## config.mk

```make
export PLATFORM = sky130hd
export DESIGN_NAME = dspdc_top
export DESIGN_NICKNAME = d
export VERILOG_FILES = /design/src/rtl/dspdc_pkg.sv /design/src/rtl/dspdc_chan.sv /design/src/rtl/dspdc_top.sv
export SDC_FILE = /design/constraint.sdc
export NUM_CORES = 1
export LEC_CHECK = 0
export BUFFER_PORTS_ARGS = -buffer_cell sky130_fd_sc_hd__buf_4
export CAP_MARGIN = 20
export CORE_MARGIN = 2
export CORE_UTILIZATION = 36
export CTS_BUF_LIST = sky130_fd_sc_hd__clkbuf_8
export DETAILED_ROUTE_END_ITERATION = 6
export GPL_TIMING_DRIVEN = 0
export MAX_ROUTING_LAYER = met4
export PLACE_DENSITY = 0.66
export SETUP_SLACK_MARGIN = 0.05
export SYNTH_ARGS = -nofsm -noshare
export SYNTH_HDL_FRONTEND = slang
export SYNTH_SLANG_ARGS = --single-unit
```

## constraint.sdc

```tcl
create_clock -name ref_clk -period 3.9 [get_ports ref_clk]
set_input_delay 0.39 -clock ref_clk [delete_from_list [all_inputs] [get_ports ref_clk]]
set_output_delay 0.39 -clock ref_clk [all_outputs]
set_load 0.01 [all_outputs]
```

## src/rtl/dspdc_pkg.sv

```systemverilog
package dspdc_pkg;

   // ------------------------------------------------------------
   // Serial word layout
   // ------------------------------------------------------------
   localparam int WORD_BITS = 23;
   localparam int POS_TARGET = 0;
   localparam int POS_REF_RATIO = 1;
   localparam int POS_MON_SEL = 2;
   localparam int POS_FILLER = 3;
   localparam int POS_POLARITY = 4;
   localparam int POS_SWALLOW = 5;
   localparam int SWALLOW_BITS = 7;
   localparam int POS_MAIN = 12;
   localparam int MAIN_BITS = 11;

   // ------------------------------------------------------------
   // Divider figures
   // ------------------------------------------------------------
   localparam int PRESCALE_BASE = 64;
   localparam int REF_DIV_HI = 512;
   localparam int REF_DIV_LO = 1024;
   localparam int REF_BITS = 10;

   // ------------------------------------------------------------
   // Lock detector timing
   // ------------------------------------------------------------
   localparam int CLK_PERIOD_NS = 25;
   localparam int LOCK_WINDOW_NS = 625;
   localparam int LOCK_WINDOW_CYC = (LOCK_WINDOW_NS + CLK_PERIOD_NS - 1) / CLK_PERIOD_NS;
   localparam int LOCK_GOOD_COUNT = 3;

   // ------------------------------------------------------------
   // Register map (byte addresses)
   // ------------------------------------------------------------
   localparam logic [4:0] REG_CTRL = 5'h00;
   localparam logic [4:0] REG_STATUS = 5'h04;
   localparam logic [4:0] REG_TX_CFG = 5'h08;
   localparam logic [4:0] REG_RX_CFG = 5'h0C;
   localparam logic [4:0] REG_SHIFT = 5'h10;
   localparam logic CTRL_LINK_EN_RST = 1'b1;

   typedef struct packed {
      logic polarity;
      logic [SWALLOW_BITS-1:0] swallow;
      logic [MAIN_BITS-1:0] main;
   } dspdc_chan_cfg_t;

   localparam dspdc_chan_cfg_t CHAN_CFG_RST = '0;

   typedef struct packed {
      logic mon_sel;
      logic ref_ratio;
      logic rx_good;
      logic tx_good;
      logic rx_lock;
      logic tx_lock;
   } dspdc_status_t;

   typedef struct packed {
      logic sdata;
      logic sclk;
      logic strobe;
      logic tx_pre;
      logic rx_pre;
      logic xtal;
      logic tx_sup;
      logic rx_sup;
   } dspdc_pins_t;

endpackage

```

## src/rtl/dspdc_chan.sv

```systemverilog
`timescale 1ns/1ps
`default_nettype none

module dspdc_chan (
   input wire logic ref_clk, // System clock
   input wire logic nrst, // Async reset, active low
   input wire logic pre_rise, // Prescaler input edge
   input wire logic ref_pulse, // Divided reference event
   input wire dspdc_pkg::dspdc_chan_cfg_t cfg, // Latched channel setting
   output logic div_sig, // Divided signal level
   output logic div_pulse, // Divided signal event
   output logic lock, // Lock indicator
   output logic pump_out, // Pump drive level
   output logic pump_oe // Pump drive enable
);

   localparam int EW = $clog2(dspdc_pkg::LOCK_WINDOW_CYC + 1);
   localparam logic [6:0] PRE_LAST_LO = 7'(dspdc_pkg::PRESCALE_BASE - 1);
   localparam logic [6:0] PRE_LAST_HI = 7'(dspdc_pkg::PRESCALE_BASE);
   localparam logic [EW-1:0] ERR_WIDE = EW'(dspdc_pkg::LOCK_WINDOW_CYC - 1);
   localparam logic [EW-1:0] ERR_MAX = EW'(dspdc_pkg::LOCK_WINDOW_CYC);
   localparam logic [1:0] GOOD_LAST = 2'(dspdc_pkg::LOCK_GOOD_COUNT - 1);

   logic [6:0] pre_cnt;
   logic [6:0] a_left;
   logic [10:0] m_cnt;
   logic up_q;
   logic dn_q;
   logic [EW-1:0] err_cnt;
   logic [1:0] good_cnt;

   // ------------------------------------------------------------
   // Pulse-swallow divider
   // ------------------------------------------------------------
   wire swallow_on = a_left != 7'h00;
   wire [6:0] pre_last = swallow_on ? PRE_LAST_HI : PRE_LAST_LO;
   wire pre_wrap = pre_rise & (pre_cnt == pre_last);
   wire [10:0] main_last = cfg.main - 11'h001;
   wire main_wrap = pre_wrap & (m_cnt >= main_last);
   wire [6:0] next_pre_cnt = pre_wrap ? 7'h00 : (pre_rise ? pre_cnt + 7'h01 : pre_cnt);
   wire [6:0] next_a_left = main_wrap ? cfg.swallow :
      ((pre_wrap & swallow_on) ? a_left - 7'h01 : a_left);
   wire [10:0] next_m_cnt = main_wrap ? 11'h000 : (pre_wrap ? m_cnt + 11'h001 : m_cnt);

   // ------------------------------------------------------------
   // Phase detector and lock window
   // ------------------------------------------------------------
   wire ref_side = up_q | ref_pulse;
   wire div_side = dn_q | main_wrap;
   wire compare_done = ref_side & div_side;
   wire next_up = ref_side & ~div_side;
   wire next_dn = div_side & ~ref_side;
   wire err_wide = (up_q | dn_q) & (err_cnt >= ERR_WIDE);
   wire narrow_cmp = compare_done & ~err_wide;
   wire [EW-1:0] next_err = compare_done ? '0 :
      (((up_q | dn_q) & (err_cnt != ERR_MAX)) ? err_cnt + EW'(1) : err_cnt);
   wire [1:0] next_good = err_wide ? 2'h0 :
      ((narrow_cmp & (good_cnt != GOOD_LAST)) ? good_cnt + 2'h1 : good_cnt);

   always_ff @(posedge ref_clk or negedge nrst) begin
      if (!nrst) begin
         pre_cnt <= 7'h00;
         a_left <= 7'h00;
         m_cnt <= 11'h000;
         div_sig <= 1'b0;
         div_pulse <= 1'b0;
      end else begin
         pre_cnt <= next_pre_cnt;
         a_left <= next_a_left;
         m_cnt <= next_m_cnt;
         div_sig <= next_m_cnt < {1'b0, cfg.main[10:1]};
         div_pulse <= main_wrap;
      end
   end

   always_ff @(posedge ref_clk or negedge nrst) begin
      if (!nrst) begin
         up_q <= 1'b0;
         dn_q <= 1'b0;
         err_cnt <= '0;
         good_cnt <= 2'h0;
         lock <= 1'b0;
         pump_out <= 1'b0;
         pump_oe <= 1'b0;
      end else begin
         up_q <= next_up;
         dn_q <= next_dn;
         err_cnt <= next_err;
         good_cnt <= next_good;
         if (err_wide) begin
            lock <= 1'b0;
         end else if (narrow_cmp && good_cnt == GOOD_LAST) begin
            lock <= 1'b1;
         end
         pump_oe <= next_up | next_dn;
         pump_out <= next_up ? cfg.polarity : ~cfg.polarity;
      end
   end
endmodule // dspdc_chan

`default_nettype wire

```

## src/rtl/dspdc_top.sv

```systemverilog
// Functional notes
// Serial clock rise shifts one bit in
// Strobe high copies word to target latch
// Host drives data, clock, strobe only
// Loading one channel keeps other unchanged
// Swallow counter accepts 0 to 127
// Main counter spans 16 to 2047
// Prescaler divides by 64 or 65
// Total division is 64 main plus swallow
// Reference divides crystal by 512 or 1024
// Monitor output shows divided reference
// Monitor select picks transmit or reception
// Lock flag high locked, low unlocked
// Polarity bit inverts detector and pump
// Switch follows pump only while loading
// Transmit supply loss clears transmit latch
// Reception supply loss clears latch, reference
// Word order: target first, main last
// Ratio bit high 512, low 1024
// Pump drive levels follow phase and polarity
// Lock drops on wide error, three narrow
// Latches hold; counters use latched values
// Host strobes only after 23 bits
// Filler bit low, ignored by device
`timescale 1ns/1ps
`default_nettype none

module dspdc_top (
   input wire logic ref_clk, // 40 MHz clock
   input wire logic nrst, // Async reset, active low
   input wire logic [4:0] avs_address, // Byte address
   input wire logic avs_read, // Read request
   input wire logic avs_write, // Write request
   input wire logic [31:0] avs_writedata, // Write data
   output logic [31:0] avs_readdata, // Read data
   output logic avs_waitrequest, // Stall
   input wire logic serial_data, // Serial data pin
   input wire logic serial_clock, // Serial clock pin
   input wire logic latch_strobe, // Latch strobe pin
   input wire logic crystal_input, // Crystal clock pin
   input wire logic tx_prescaler_input, // Transmit VCO pin
   input wire logic rx_prescaler_input, // Reception VCO pin
   input wire logic tx_supply_domain, // Transmit supply good
   input wire logic rx_supply_domain, // Reception supply good
   output logic reference_divided_monitor, // Divided reference
   output logic divider_monitor_output, // Selected divider
   output logic tx_divided_signal, // Transmit divider
   output logic rx_divided_signal, // Reception divider
   output logic tx_lock_flag, // Transmit lock
   output logic rx_lock_flag, // Reception lock
   output logic tx_pump_output, // Transmit pump level
   output logic tx_pump_oe, // Transmit pump enable
   output logic rx_pump_output, // Reception pump level
   output logic rx_pump_oe, // Reception pump enable
   output logic tx_switch_output, // Transmit switch level
   output logic tx_switch_oe, // Transmit switch enable
   output logic rx_switch_output, // Reception switch level
   output logic rx_switch_oe // Reception switch enable
);

   localparam int NPIN = $bits(dspdc_pkg::dspdc_pins_t);
   localparam int WB = dspdc_pkg::WORD_BITS;
   localparam logic [9:0] REF_LAST_HI = 10'(dspdc_pkg::REF_DIV_HI - 1);
   localparam logic [9:0] REF_LAST_LO = 10'(dspdc_pkg::REF_DIV_LO - 1);

   // ------------------------------------------------------------
   // Pin synchronisers
   // ------------------------------------------------------------
   logic [NPIN-1:0] pin_raw;
   logic [NPIN-1:0] sync_a;
   logic [NPIN-1:0] sync_b;
   logic [NPIN-1:0] sync_c;

   assign pin_raw = {serial_data, serial_clock, latch_strobe, tx_prescaler_input,
                     rx_prescaler_input, crystal_input, tx_supply_domain, rx_supply_domain};

   for (genvar i = 0; i < NPIN; i++) begin : g_sync
      always_ff @(posedge ref_clk or negedge nrst) begin
         if (!nrst) begin
            sync_a[i] <= 1'b0;
            sync_b[i] <= 1'b0;
            sync_c[i] <= 1'b0;
         end else begin
            sync_a[i] <= pin_raw[i];
            sync_b[i] <= sync_a[i];
            sync_c[i] <= sync_b[i];
         end
      end
   end

   dspdc_pkg::dspdc_pins_t pins_s;
   dspdc_pkg::dspdc_pins_t pins_d;
   assign pins_s = dspdc_pkg::dspdc_pins_t'(sync_b);
   assign pins_d = dspdc_pkg::dspdc_pins_t'(sync_c);

   wire sclk_rise = pins_s.sclk & ~pins_d.sclk;
   wire tx_pre_rise = pins_s.tx_pre & ~pins_d.tx_pre;
   wire rx_pre_rise = pins_s.rx_pre & ~pins_d.rx_pre;
   wire xtal_rise = pins_s.xtal & ~pins_d.xtal;
   wire tx_good = pins_s.tx_sup;
   wire rx_good = pins_s.rx_sup;

   // ------------------------------------------------------------
   // Shift register and latches
   // ------------------------------------------------------------
   logic link_en;
   logic [WB-1:0] shift_reg;
   dspdc_pkg::dspdc_chan_cfg_t tx_cfg;
   dspdc_pkg::dspdc_chan_cfg_t rx_cfg;
   logic ref_ratio;
   logic mon_sel;

   wire shift_go = sclk_rise & link_en;
   wire [WB-1:0] next_shift = {pins_s.sdata, shift_reg[WB-1:1]};
   wire target = shift_reg[dspdc_pkg::POS_TARGET];
   wire load_go = pins_s.strobe & link_en;
   wire load_tx = load_go & target & tx_good;
   wire load_rx = load_go & ~target & rx_good;
   dspdc_pkg::dspdc_chan_cfg_t word_cfg;
   assign word_cfg.polarity = shift_reg[dspdc_pkg::POS_POLARITY];
   assign word_cfg.swallow = shift_reg[dspdc_pkg::POS_SWALLOW +: dspdc_pkg::SWALLOW_BITS];
   assign word_cfg.main = shift_reg[dspdc_pkg::POS_MAIN +: dspdc_pkg::MAIN_BITS];

   always_ff @(posedge ref_clk or negedge nrst) begin
      if (!nrst) begin
         shift_reg <= '0;
      end else if (shift_go) begin
         shift_reg <= next_shift;
      end
   end

   always_ff @(posedge ref_clk or negedge nrst) begin
      if (!nrst) begin
         tx_cfg <= dspdc_pkg::CHAN_CFG_RST;
      end else if (!tx_good) begin
         tx_cfg <= dspdc_pkg::CHAN_CFG_RST;
      end else if (load_tx) begin
         tx_cfg <= word_cfg;
      end
   end

   always_ff @(posedge ref_clk or negedge nrst) begin
      if (!nrst) begin
         rx_cfg <= dspdc_pkg::CHAN_CFG_RST;
         ref_ratio <= 1'b0;
         mon_sel <= 1'b0;
      end else if (!rx_good) begin
         rx_cfg <= dspdc_pkg::CHAN_CFG_RST;
         ref_ratio <= 1'b0;
         mon_sel <= 1'b0;
      end else if (load_tx || load_rx) begin
         if (load_rx) begin
            rx_cfg <= word_cfg;
         end
         ref_ratio <= shift_reg[dspdc_pkg::POS_REF_RATIO];
         mon_sel <= shift_reg[dspdc_pkg::POS_MON_SEL];
      end
   end

   // ------------------------------------------------------------
   // Reference divider
   // ------------------------------------------------------------
   logic [9:0] ref_cnt;
   wire [9:0] ref_last = ref_ratio ? REF_LAST_HI : REF_LAST_LO;
   wire ref_wrap = xtal_rise & (ref_cnt >= ref_last);
   wire [9:0] next_ref_cnt = ref_wrap ? 10'h000 : (xtal_rise ? ref_cnt + 10'h001 : ref_cnt);

   always_ff @(posedge ref_clk or negedge nrst) begin
      if (!nrst) begin
         ref_cnt <= 10'h000;
         reference_divided_monitor <= 1'b0;
      end else begin
         ref_cnt <= next_ref_cnt;
         reference_divided_monitor <= next_ref_cnt < {1'b0, ref_last[9:1]};
      end
   end

   // ------------------------------------------------------------
   // Channels
   // ------------------------------------------------------------
   dspdc_chan u_tx (
      .ref_clk(ref_clk),
      .nrst(nrst),
      .pre_rise(tx_pre_rise),
      .ref_pulse(ref_wrap),
      .cfg(tx_cfg),
      .div_sig(tx_divided_signal),
      .div_pulse(),
      .lock(tx_lock_flag),
      .pump_out(tx_pump_output),
      .pump_oe(tx_pump_oe)
   );

   dspdc_chan u_rx (
      .ref_clk(ref_clk),
      .nrst(nrst),
      .pre_rise(rx_pre_rise),
      .ref_pulse(ref_wrap),
      .cfg(rx_cfg),
      .div_sig(rx_divided_signal),
      .div_pulse(),
      .lock(rx_lock_flag),
      .pump_out(rx_pump_output),
      .pump_oe(rx_pump_oe)
   );

   // ------------------------------------------------------------
   // Monitor and analog switches
   // ------------------------------------------------------------
   wire tx_sw_on = pins_s.strobe & target;
   wire rx_sw_on = pins_s.strobe & ~target;

   always_ff @(posedge ref_clk or negedge nrst) begin
      if (!nrst) begin
         divider_monitor_output <= 1'b0;
         tx_switch_output <= 1'b0;
         tx_switch_oe <= 1'b0;
         rx_switch_output <= 1'b0;
         rx_switch_oe <= 1'b0;
      end else begin
         divider_monitor_output <= mon_sel ? tx_divided_signal : rx_divided_signal;
         tx_switch_output <= tx_pump_output;
         tx_switch_oe <= tx_sw_on & tx_pump_oe;
         rx_switch_output <= rx_pump_output;
         rx_switch_oe <= rx_sw_on & rx_pump_oe;
      end
   end

   // ------------------------------------------------------------
   // Avalon-MM slave
   // ------------------------------------------------------------
   dspdc_pkg::dspdc_status_t status;
   assign status = '{mon_sel: mon_sel, ref_ratio: ref_ratio, rx_good: rx_good,
                     tx_good: tx_good, rx_lock: rx_lock_flag, tx_lock: tx_lock_flag};

   wire [2:0] reg_idx = avs_address[4:2];
   wire sel_ctrl = reg_idx == dspdc_pkg::REG_CTRL[4:2];
   wire sel_status = reg_idx == dspdc_pkg::REG_STATUS[4:2];
   wire sel_tx = reg_idx == dspdc_pkg::REG_TX_CFG[4:2];
   wire sel_rx = reg_idx == dspdc_pkg::REG_RX_CFG[4:2];
   wire sel_shift = reg_idx == dspdc_pkg::REG_SHIFT[4:2];
   wire bus_req = avs_read | avs_write;
   wire wr_take = avs_write & ~avs_waitrequest;
   wire [31:0] rd_mux = sel_ctrl ? 32'(link_en) :
                        sel_status ? 32'(status) :
                        sel_tx ? 32'(tx_cfg) :
                        sel_rx ? 32'(rx_cfg) :
                        sel_shift ? 32'(shift_reg) : 32'h0000_0000;

   always_ff @(posedge ref_clk or negedge nrst) begin
      if (!nrst) begin
         avs_waitrequest <= 1'b1;
         avs_readdata <= 32'h0000_0000;
         link_en <= dspdc_pkg::CTRL_LINK_EN_RST;
      end else begin
         avs_waitrequest <= ~(bus_req & avs_waitrequest);
         avs_readdata <= (avs_read & avs_waitrequest) ? rd_mux : avs_readdata;
         if (wr_take && sel_ctrl) begin
            link_en <= avs_writedata[0];
         end
      end
   end
endmodule // dspdc_top

`default_nettype wire

```

* Word-level counts from Yosys, hierarchy flattened
Cells that the tools add are included.
** Word-level totals
- Logic and storage cells :: 223
- Bits in registers :: 209
- Output and inout port bits :: 47
- Input port bits :: 49
** Cells by class
- Reductions and logical operators :: 18
- $add $sub $neg :: 13
- Equal/unequal tests :: 15
- Multiplexer cells :: 46
- Magnitude comparators :: 8
- Bitwise gates (word level) :: 62
** Operators with widths (number)
- 23-bit two-way mux :: 5
- 19-bit two-way mux :: 5
- 7-bit two-way mux :: 10
- 11-bit two-way mux :: 4
- 1-bit bitwise AND :: 38
- 10-bit two-way mux :: 3
- 11-bit by 1-bit adder with 11-bit output (second input constant) :: 2
- 11-bit >= comparator :: 2
- 11-bit by 10-bit < comparator with 1-bit output :: 2
- 11-bit by 1-bit subtractor with 11-bit output (second input constant) :: 2
- 5-bit two-way mux :: 4
- 2-bit nonzero test :: 10
- 1-bit inverter :: 15
- 7-bit by 1-bit adder with 7-bit output (second input constant) :: 2
- 7-bit equality test :: 2
- 7-bit nonzero test :: 2
- 7-bit by 1-bit subtractor with 7-bit output (second input constant) :: 2
- 1-bit two-way mux :: 11
- 10-bit by 1-bit adder with 10-bit output (second input constant) :: 1
- 5-bit by 1-bit adder with 5-bit output (second input constant) :: 2
- 10-bit >= comparator :: 1
- 5-bit >= comparator (second input constant) :: 2
- 10-bit by 9-bit < comparator with 1-bit output :: 1
- 5-bit inequality test (second input constant) :: 2
- other kinds (13) :: 32

* Depth between registers and ports, before layout
Gate-level depths: netlist of run 1.
- Depth after elaboration :: 11
- Gate-level depth with buffers :: 20
- Depth with buffers taken out :: 19

* Modules after synthesis
A second synthesis of run 1 with hierarchy kept.
** Unflattened totals
- Cells, all modules :: 982
- Area total of the unflattened synthesis :: 10481.3 µm²
** Modules (own cells, without submodules)
- dspdc_top :: cells each 421, times used 1, seq. area each 3105.5 µm², area an instance 5103.6 µm²
- dspdc_chan at u_rx :: cells each 282, times used 1, seq. area each 975.9 µm², area an instance 2738.9 µm²
- dspdc_chan at u_tx :: cells each 279, times used 1, seq. area each 975.9 µm², area an instance 2638.8 µm²

* Least setup slack after synthesis of run 1
Ideal clock, no wire load.
- Kind :: register to register
- Start point :: register tx_cfg[2] (netlist name)
- End point :: register u_tx.div_sig
- Arrival :: 3.801 ns
- Library setup time :: 0.067 ns
- Setup slack :: 0.033 ns
- Stages on the path, launching flop included :: 19
- Period minus slack after synthesis :: 3.867 ns
- Buffers on the path :: 0
- Required time :: 3.833 ns
- Cell sequence :: dfrtp_1 nor4_1 nand2_1 nor4_1 xnor2_1 ha_1 nand4_1 nor2_1 a221oi_1 nand2_1 nor3_1 o21bai_1 ha_1 a21o_1 a21o_1 a21oi_1 o21ai_0 a31oi_1 and3_1
** Between the ends
- Word-level cells in the longest chain between the ends :: 5
** RTL lines
- start: declaration :: line dspdc_top.sv:108 : dspdc_pkg::dspdc_chan_cfg_t tx_cfg;
- start signal: assignment :: line dspdc_top.sv:134 : tx_cfg <= dspdc_pkg::CHAN_CFG_RST;
- start signal: assignment :: line dspdc_top.sv:136 : tx_cfg <= dspdc_pkg::CHAN_CFG_RST;
- start signal: assignment :: line dspdc_top.sv:138 : tx_cfg <= word_cfg;
- 11-bit by 1-bit subtractor with 11-bit output :: line dspdc_chan.sv:38 : wire [10:0] main_last = cfg.main - 11'h001;
- 11-bit >= comparator :: line dspdc_chan.sv:39 : wire main_wrap = pre_wrap & (m_cnt >= main_last);
- 1-bit bitwise AND :: line dspdc_chan.sv:39
- 11-bit two-way mux :: line dspdc_chan.sv:43 : wire [10:0] next_m_cnt = main_wrap ? 11'h000 : (pre_wrap ? m_cnt + 11'h001 : m_cnt);
- via u_tx.next_m_cnt[4] :: line dspdc_chan.sv:43
- 11-bit by 10-bit < comparator with 1-bit output :: line dspdc_chan.sv:71 : div_sig <= next_m_cnt < {1'b0, cfg.main[10:1]};
- end signal: assignment :: line dspdc_chan.sv:71
- end: declaration :: line dspdc_chan.sv:10 : output logic div_sig,
The timed path passes the listed nets, and every way through them passes these cells.
A chain may end at the register's enable or synchronous reset.

* Worst setup path after layout of run 1
- Start point :: register rx_cfg[2] (netlist name)
- End point :: register u_rx.div_sig
** Between the ends
- Word-level cells in the longest chain between the ends :: 5
** RTL lines
- start: declaration :: line dspdc_top.sv:109 : dspdc_pkg::dspdc_chan_cfg_t rx_cfg;
- start signal: assignment :: line dspdc_top.sv:144 : rx_cfg <= dspdc_pkg::CHAN_CFG_RST;
- start signal: assignment :: line dspdc_top.sv:148 : rx_cfg <= dspdc_pkg::CHAN_CFG_RST;
- start signal: assignment :: line dspdc_top.sv:153 : rx_cfg <= word_cfg;
- 11-bit by 1-bit subtractor with 11-bit output :: line dspdc_chan.sv:38
- 11-bit >= comparator :: line dspdc_chan.sv:39
- 1-bit bitwise AND :: line dspdc_chan.sv:39
- 11-bit two-way mux :: line dspdc_chan.sv:43
- via u_rx.next_m_cnt[6] :: line dspdc_chan.sv:43
- 11-bit by 10-bit < comparator with 1-bit output :: line dspdc_chan.sv:71
- end signal: assignment :: line dspdc_chan.sv:71
- end: declaration :: line dspdc_chan.sv:10
The timed path passes the listed nets, and every way through them passes these cells.

==> insert_results.sql, run 1 <==
INSERT INTO impl_metrics (metric_group, metric, value, unit) VALUES
('run_status', 'run_status', 'finished, violations left', ''),
('run_status', 'failed_checks', 'negative setup slack', ''),
('floorplan', 'placement_rows', '61', ''),
('logic_synthesis', 'area_fraction_of_the_dominant_cell_type_after_synthesis', '48.6', '%'),
('global_route', 'global_route.overflow_total', '0', ''),
('route', 'drc', '0', ''),
('layout', 'final_util', '44.0', '%'),
('layout', 'final_layout_size_suffix_gt1_share', '20.8', '%'),
('global_route', 'largest_net_degree_at_the_start_of_global_routing', '88', ''),
('min_path', 'min_path_cells', '2', ''),
('setup_path', 'worst_r2r_endpoint', 'u_rx.div_sig', ''),
('logic_synthesis', 'synthTopCellsByArea', 'dfrtp_1 (49%), ha_1 (8.1%), a22o_1 (3.6%)', ''),
('sta', 'hold_viol_final', '0', ''),
('global_route', 'globalRouteTotalUtil', '17.4', '%'),
('clock_tree', 'total_cts_buffers', '17', ''),
('sta', 'rsz0062_at_grt', 'true', ''),
('setup_path', 'data_arrival_time_of_the_critical_path', '4300', 'ps'),
('sta', 'max_slew_margin', '35.5', '%'),
('floorplan', 'fp.dieArea', '29700', 'um2'),
('logic_synthesis', 'postSynthCellCount', '996', ''),
('clock_tree', 'cts_buffer_depth', '2', ''),
('logic_synthesis', 'synth-edff-count', '0', ''),
('logic_synthesis', 'synth-seq-cells', '200', ''),
('sta', 'hold-worst-slack', '52.1', 'ps'),
('setup_path', 'critPathKind', 'reg -> reg', ''),
('min_path', 'timing.hold.worst.start', 'avs_read', ''),
('placed_design', 'total_of_buffers_placed_on_input_and_output_ports', '51', ''),
('sta', 'slew_violations', '0', ''),
('setup_path', 'timing.critical_path.required', '4270', 'ps'),
('logic_synthesis', 'share_of_synthesized_flip_flops_with_an_asynchronous_set_or_reset', '100', '%'),
('clock_tree', 'worstSkewPairLatency', '490', 'ps'),
('logic_synthesis', 'synth.largest_area_cell', 'dfrtp_1', ''),
('setup_path', 'cp-end-kind', 'register', ''),
('sta', 'post_route_clock_skew', '23.4', 'ps'),
('min_path', 'whs_endpoint', 'avs_waitrequest', ''),
('clock_tree', 'cts.htree.levels', '4', ''),
('power_and_ir_drop', 'power-per-cell-area', '347', 'nW/um2'),
('logic_synthesis', 'post_synthesis_cell_area', '10200', 'um2'),
('logic_synthesis', 'synth_top_flop_cell', 'dfrtp_1', ''),
('route', 'aggregate_routed_wire_length', '24300', 'um'),
('sta', 'final_critical_path_setup_slack', '-30.8', 'ps'),
('setup_path', 'setup.worst_path.start_class', 'register', ''),
('layout', 'multi_input_comb_area', '5150', 'um2'),
('clock_tree', 'clkSlewWorstSetupHoldPaths', '110', 'ps'),
('setup_path', 'reg2reg_setup_slack', '-30', 'ps'),
('logic_synthesis', 'yosysWarningCount', '0', ''),
('flow_run', 'timing.max_cap.violations', '0', ''),
('route', 'drt_pass1_iterations', '5', ''),
('route', 'route.vias.total', '7843', ''),
('global_route', 'antenna_found_initial', '1', ''),
('placed_design', 'finalWeightedCongestion', '0.905', ''),
('logic_synthesis', 'yosys.cell_types.count', '64', ''),
('layout', 'final_common_cell', 'dfrtp_1', ''),
('clock_tree', 'clockRootBuffer', 'clkbuf_8', ''),
('layout', 'num-fill-cells', '2607', ''),
('layout', 'most-common-layout-cells', 'dfrtp_1 (192), buf_4 (91), nor2_1 (89)', ''),
('clock_tree', 'cts.sink_count', '200', ''),
('floorplan', 'die_y', '172', 'um'),
('min_path', 'min-delay-path-class', 'in -> reg', ''),
('sta', 'finalSetupViolCount', '1', ''),
('route', 'detail_route.wl_per_cell', '16.1', 'um'),
('global_route', 'first_global_vias', '7560', ''),
('power_and_ir_drop', 'leakage', '5.73', 'nW'),
('floorplan', 'core_area', '27900', 'um2'),
('floorplan', 'initial_utilization', '36.6', '%'),
('layout', 'area_growth_syn_to_layout', '20.1', '%'),
('logic_synthesis', 'synth_seq_area_share', '49.1', '%'),
('sta', 'setup-tns-final', '-30.8', 'ps'),
('global_route', 'grt_pass1_wl', '39300', 'um'),
('placed_design', 'half_perimeter_wire_length_after_placement', '17500', 'um'),
('sta', 'post-route-period-util', '101', '%');
[synth_stat cells, types with 2 or more instances]
library cell / instances
dfrtp_1: 198
nor2_1: 98
nand2_1: 90
ha_1: 66
o21ai_0: 64
a21oi_1: 46
inv_1: 45
a22o_1: 42
nand3_1: 34
xnor2_1: 32
mux2_2: 29
xor2_1: 28
clkbuf_1: 25
nor3_1: 19
mux2i_1: 18
nand4_1: 18
and3_1: 10
buf_4: 10
a21o_1: 9
nand2b_1: 9
nor2b_1: 9
nor4_1: 8
a22oi_1: 7
a31oi_1: 5
and2_1: 5
o2111ai_1: 5
nand4b_1: 4
a221oi_1: 3
a41oi_1: 3
nand2_2: 3
nand3b_1: 3
o211a_1: 3
o211ai_1: 3
o21ai_2: 3
or2_2: 3
a31o_2: 2
buf_1: 2
buf_6: 2
dfstp_2: 2
nor3b_1: 2
o21a_1: 2
o21ai_1: 2
o31ai_1: 2
or3_1: 2
or4_4: 2
[worst max-delay path, stage by stage (launching register included)]
cell and delay [ps]:
dfrtp_1 500, inv_1 180, nand3_2 130, buf_4 160
xnor2_1 120, ha_1 310, nand2_2 80, o21ai_2 140
a21oi_2 60, o21ai_4 350, buf_6 150, o21ai_1 60
a22o_1 260, ha_1 320, and3_4 200, o2111ai_2 90
o21ai_1 100, a31oi_1 200, a41oi_1 80, a221oi_2 340
[worst max path at each step]
stage	start	to	slack, ps	cells after the start
finish	rx_cfg[2]	u_rx.div_sig	-30	19
global route	rx_cfg[3]	u_rx.div_sig	-190	19
CTS	rx_cfg[4]	u_rx.div_sig	20	19
detailed placement	rx_cfg[3]	u_rx.div_sig	-850	18
global placement	rx_cfg[3]	u_rx.div_sig	-730	18
floorplan	tx_cfg[2]	u_tx.div_sig	210	18
[cell type report]
class                      instances  share of cell area, %
buffer                            39                   1.87
clock buffer                      20                   2.25
clock inverter                    12                   1.14
inverter                          45                   1.38
multi-input combinational        718                   42.1
sequential                       200                   40.9
tap                              378                   3.86
timing repair buffer              96                   6.54
[where the power goes]
part / internal, mW / switching (mW) / leakage, nW
Sequential: 2.20 / 0.149 / 2.67
Clock: 0.634 / 0.766 / 0.213
Combinational: 0.239 / 0.271 / 2.84
[logic make-up after synthesis]
kind of cell               count (synthesis)  synth area share (%)
buffers and inverters                     86                  3.80
DFF                                      200                  49.1
muxes                                     48                  5.19
and+or+nand+nor                          324                  15.0
adders and majority gates                 66                  8.09
AOI/OAI and AO/OA                        211                  13.6
xor gates and xnor gates                  60                  5.15
other                                      1                0.0368
[routing by layer]
metal  GRT usage [%]  part of all wire (%)  wire length (um)  up-vias
li1                -                     -                 -     3746
met1            24.0                    47             11500     3871
met2            26.2                    46             11100      198
met3            4.05                   5.7              1390       28
met4            3.95                   1.3               312        0
met5               -                     0                 0        -
[what timing repair did]
| action | 4_1_cts | 5_1_grt |
|---|---|---|
| gates resized for setup | 53 | 35 |
| endpoints found under the setup margin | 2 | 2 |
| pin swaps | 17 | 33 |
| buffers inserted | 22 | 12 |
| hold buffers | 9 | 0 |
| hold endpoints to repair | 44 | 0 |
[stage by stage]
stage          power (mW)  cell area (um2)  setup slack [ps]  cells
5_1_grt              4.47            12300              -194   1508
2_1_floorplan        2.64            10200               214   1004
3_3_place_gp         2.82            11100              -728   1433
4_1_cts              4.29            12000              22.3   1497
6_report             4.26            12300             -30.8   1508
3_5_place_dp         2.85            11200              -846   1435
Power figures use the tool's default switching activity.
==> inputs of run 2 (changes only) <==
==> constraint.sdc (replaced) <==
create_clock -name ref_clk -period 3.9 [get_ports ref_clk]
set_input_delay 0.195 -clock ref_clk [delete_from_list [all_inputs] [get_ports ref_clk]]
set_output_delay 0.195 -clock ref_clk [all_outputs]
set_load 0.01 [all_outputs]
==> run 2 against run 1 <==
Effect of this change:
- the flow still finishes with violations (negative setup slack)
- worst setup slack better by 21 ps
- utilization up 0.11 points
- clock-buffer cell count unchanged
- critical path depth unchanged
- register-to-register slack better by 20 ps
- clock power about the same
- non-clock buffer count up 3
- cell area up 0.24%
- first-iteration DRC count up 7.3%
==> insert_results.sql, run 2 (synthesized netlist as in run 1, its figures left out) <==
INSERT INTO impl_metrics (metric_group, metric, value, unit) VALUES
('layout', 'area_growth_syn_to_layout', '20.4', '%'),
('power_and_ir_drop', 'power.share.sequential', '55.0', '%'),
('layout', 'design_area', '12300', 'um2'),
('power_and_ir_drop', 'net-switching-power', '1.19', 'mW'),
('global_route', 'globalRouteTotalUtil', '17.5', '%'),
('clock_tree', 'cts_buffer_depth', '2', ''),
('layout', 'final_layout_size_suffix_gt1_share', '20.7', '%'),
('placed_design', 'finalWeightedCongestion', '0.905', ''),
('setup_path', 'timing.critical_path.required', '4280', 'ps'),
('route', 'route.detailed.vias_per_inst', '5.20', ''),
('sta', 'final_critical_path_setup_slack', '-10.3', 'ps'),
('setup_path', 'cp-end-kind', 'register', ''),
('layout', 'final_common_cell', 'dfrtp_1', ''),
('clock_tree', 'cts.htree.levels', '4', ''),
('min_path', 'min-delay-path-class', 'in -> reg', ''),
('floorplan', 'die_y', '172', 'um'),
('global_route', 'global_route.overflow_total', '0', ''),
('floorplan', 'fp.dieArea', '29700', 'um2'),
('run_status', 'run_status', 'finished, violations left', ''),
('setup_path', 'critical-path-slowest-cell', 'dfrtp_1', ''),
('power_and_ir_drop', 'power-per-cell-area', '347', 'nW/um2'),
('placed_design', 'preCtsSetupSlack', '-846', 'ps'),
('setup_path', 'critical_path.cell_chain', 'inv_1 > nand3_2 > buf_4 > xnor2_1 > ha_1 > nand2_2 > o21ai_2 > a21oi_2 > o21ai_4 > buf_6 > o21ai_1 > a22o_1 > ha_1 > and3_4 > o2111ai_2 > o21ai_1 > a31oi_1 > a41oi_1 > a221oi_2', ''),
('route', 'aggregate_routed_wire_length', '24300', 'um'),
('placed_design', 'half_perimeter_wire_length_after_placement', '17500', 'um'),
('setup_path', 'data_arrival_time_of_the_critical_path', '4290', 'ps'),
('layout', 'most-common-layout-cells', 'dfrtp_1 (192), buf_4 (91), nor2_1 (89)', ''),
('global_route', 'antenna_found_initial', '1', ''),
('layout', 'antenna_cells', '0', ''),
('power_and_ir_drop', 'vdd_ir_drop_max', '0.181', 'mV'),
('run_status', 'failed_checks', 'negative setup slack', ''),
('layout', 'num-fill-cells', '2602', ''),
('global_route', 'grt_pass1_wl', '39400', 'um'),
('global_route', 'first_global_vias', '7571', ''),
('setup_path', 'critical_path.top_delay_family', 'compound AO/OA/AOI/OAI gates', ''),
('placed_design', 'placement.cell_area', '11200', 'um2'),
('floorplan', 'placement_rows', '61', ''),
('setup_path', 'critPathKind', 'reg -> reg', ''),
('sta', 'finalSetupViolCount', '1', ''),
('power_and_ir_drop', 'leakage', '5.74', 'nW'),
('global_route', 'largest_net_degree_at_the_start_of_global_routing', '88', ''),
('power_and_ir_drop', 'power_report.internal_total', '3.07', 'mW'),
('setup_path', 'setup.worst_path.start_class', 'register', ''),
('route', 'drt_pass1_iterations', '5', ''),
('clock_tree', 'cts_tree', 'built', ''),
('sta', 'post-route-period-util', '100', '%'),
('power_and_ir_drop', 'power_frac_clock', '33.0', '%'),
('clock_tree', 'worstSkewPairLatency', '490', 'ps'),
('route', 'route.vias.total', '7864', ''),
('placed_design', 'total_of_buffers_placed_on_input_and_output_ports', '51', ''),
('floorplan', 'horiz_die_dim', '172', 'um'),
('setup_path', 'worstPathMaxFanout', '6', ''),
('setup_path', 'critical_path.max_stage_delay', '490', 'ps'),
('clock_tree', 'cts.sink_count', '200', ''),
('flow_run', 'timing.max_cap.violations', '0', ''),
('sta', 'hold_viol_final', '0', ''),
('floorplan', 'core_area', '27900', 'um2'),
('power_and_ir_drop', 'p_sw_share', '27.9', '%'),
('floorplan', 'io_pins', '96', ''),
('clock_tree', 'clockRootBuffer', 'clkbuf_8', ''),
('clock_tree', 'total_cts_buffers', '17', ''),
('route', 'drc', '0', ''),
('route', 'detail_route.wl_per_cell', '16.1', 'um'),
('power_and_ir_drop', 'combPwrFrac', '12.0', '%'),
('route', 'dr.first_iter.drc_count', '704', ''),
('clock_tree', 'clkSlewWorstSetupHoldPaths', '110', 'ps'),
('sta', 'rsz0062_at_grt', 'true', ''),
('sta', 'max_slew_margin', '35.7', '%'),
('sta', 'maxClockFrequency', '0.256', 'GHz'),
('sta', 'slew_violations', '0', ''),
('sta', 'setup-tns-final', '-10.3', 'ps'),
('layout', 'design.final.nets', '1235', ''),
('setup_path', 'critPathBufInv', '3', ''),
('floorplan', 'initial_utilization', '36.6', '%'),
('route', 'final_ant_viol_nets', '0', ''),
('sta', 'final_period_minus_worst_setup_slack', '3910', 'ps'),
('sta', 'post_route_clock_skew', '24.6', 'ps'),
('sta', 'slew_at_the_pin_closest_to_its_max_slew_limit', '957', 'ps');
[run 2: worst register-to-register path: stages, from the launching register on]
cell and delay [ps]:
dfrtp_1 490, inv_1 180, nand3_2 130, buf_4 160, xnor2_1 120, ha_1 310
nand2_2 80, o21ai_2 140, a21oi_2 60, o21ai_4 350, buf_6 150, o21ai_1 60
a22o_1 260, ha_1 320, and3_4 200, o2111ai_2 90, o21ai_1 100, a31oi_1 200
a41oi_1 80, a221oi_2 340
[run 2: layout make-up]
| class | count | area (um2) | area share, % |
|---|---|---|---|
| tap | 378 | 473 | 3.85 |
| multi-input combinational | 718 | 5150 | 42.0 |
| sequential | 200 | 5010 | 40.8 |
| buffer | 39 | 229 | 1.86 |
| clock buffer | 20 | 275 | 2.24 |
| clock inverter | 12 | 140 | 1.14 |
| inverter | 45 | 169 | 1.37 |
| timing repair buffer | 99 | 832 | 6.77 |
[run 2: power groups by stage]
stage                     registers (mW)  logic, mW  clock network [mW]
final                               2.35      0.514                1.41
after global routing                2.37      0.582                1.53
after CTS                           2.34      0.503                1.44
after detailed placement            2.38      0.464                   0
after global placement              2.38      0.442                   0
after floorplan                     2.35      0.296                   0
[run 2: worst paths after layout]
| kind | cells after the start | end | startpoint | slack (ps) |
|---|---|---|---|---|
| setup / recovery | 19 | u_rx.div_sig | rx_cfg[2] | -10 |
| max in group asynchronous | 4 | link_en | nrst | 2600 |
| hold / removal | 4 | avs_readdata[5] | avs_address[4] | 120 |
| min in group asynchronous | 2 | sync_a[3] | nrst | 160 |
| hold reg to reg | 0 | pins_s[2] | sync_a[2] | 350 |
| setup reg to reg | 19 | u_rx.div_sig | rx_cfg[2] | -10 |
[run 2: what timing repair did]
item	CTS	global route
endpoints found under the hold margin	116	0
setup endpoints to repair	2	2
hold buffers	12	0
pin swaps	17	33
gates resized for setup	53	35
buffers inserted	22	12
[run 2: metal layers]
layer | GRT usage (%) | part of all wire [%] | wire length, um | vias to the layer above
met5 | - | 0 | 0 | -
met4 | 3.95 | 1.1 | 277 | 0
met3 | 4.05 | 5.8 | 1400 | 23
met2 | 26.3 | 46 | 11100 | 209
met1 | 24.0 | 47 | 11500 | 3872
li1 | - | - | - | 3760
[run 2: stage by stage]
stage	utilization [%]	std cells	hold WS [ps]	power [mW]
finish	44.1	1511	116	4.27
global route	44.1	1511	119	4.48
CTS	43.2	1500	86.7	4.29
detailed placement	40.1	1435	89.0	2.85
global placement	39.8	1433	304	2.82
floorplan	-	1004	-101	2.64
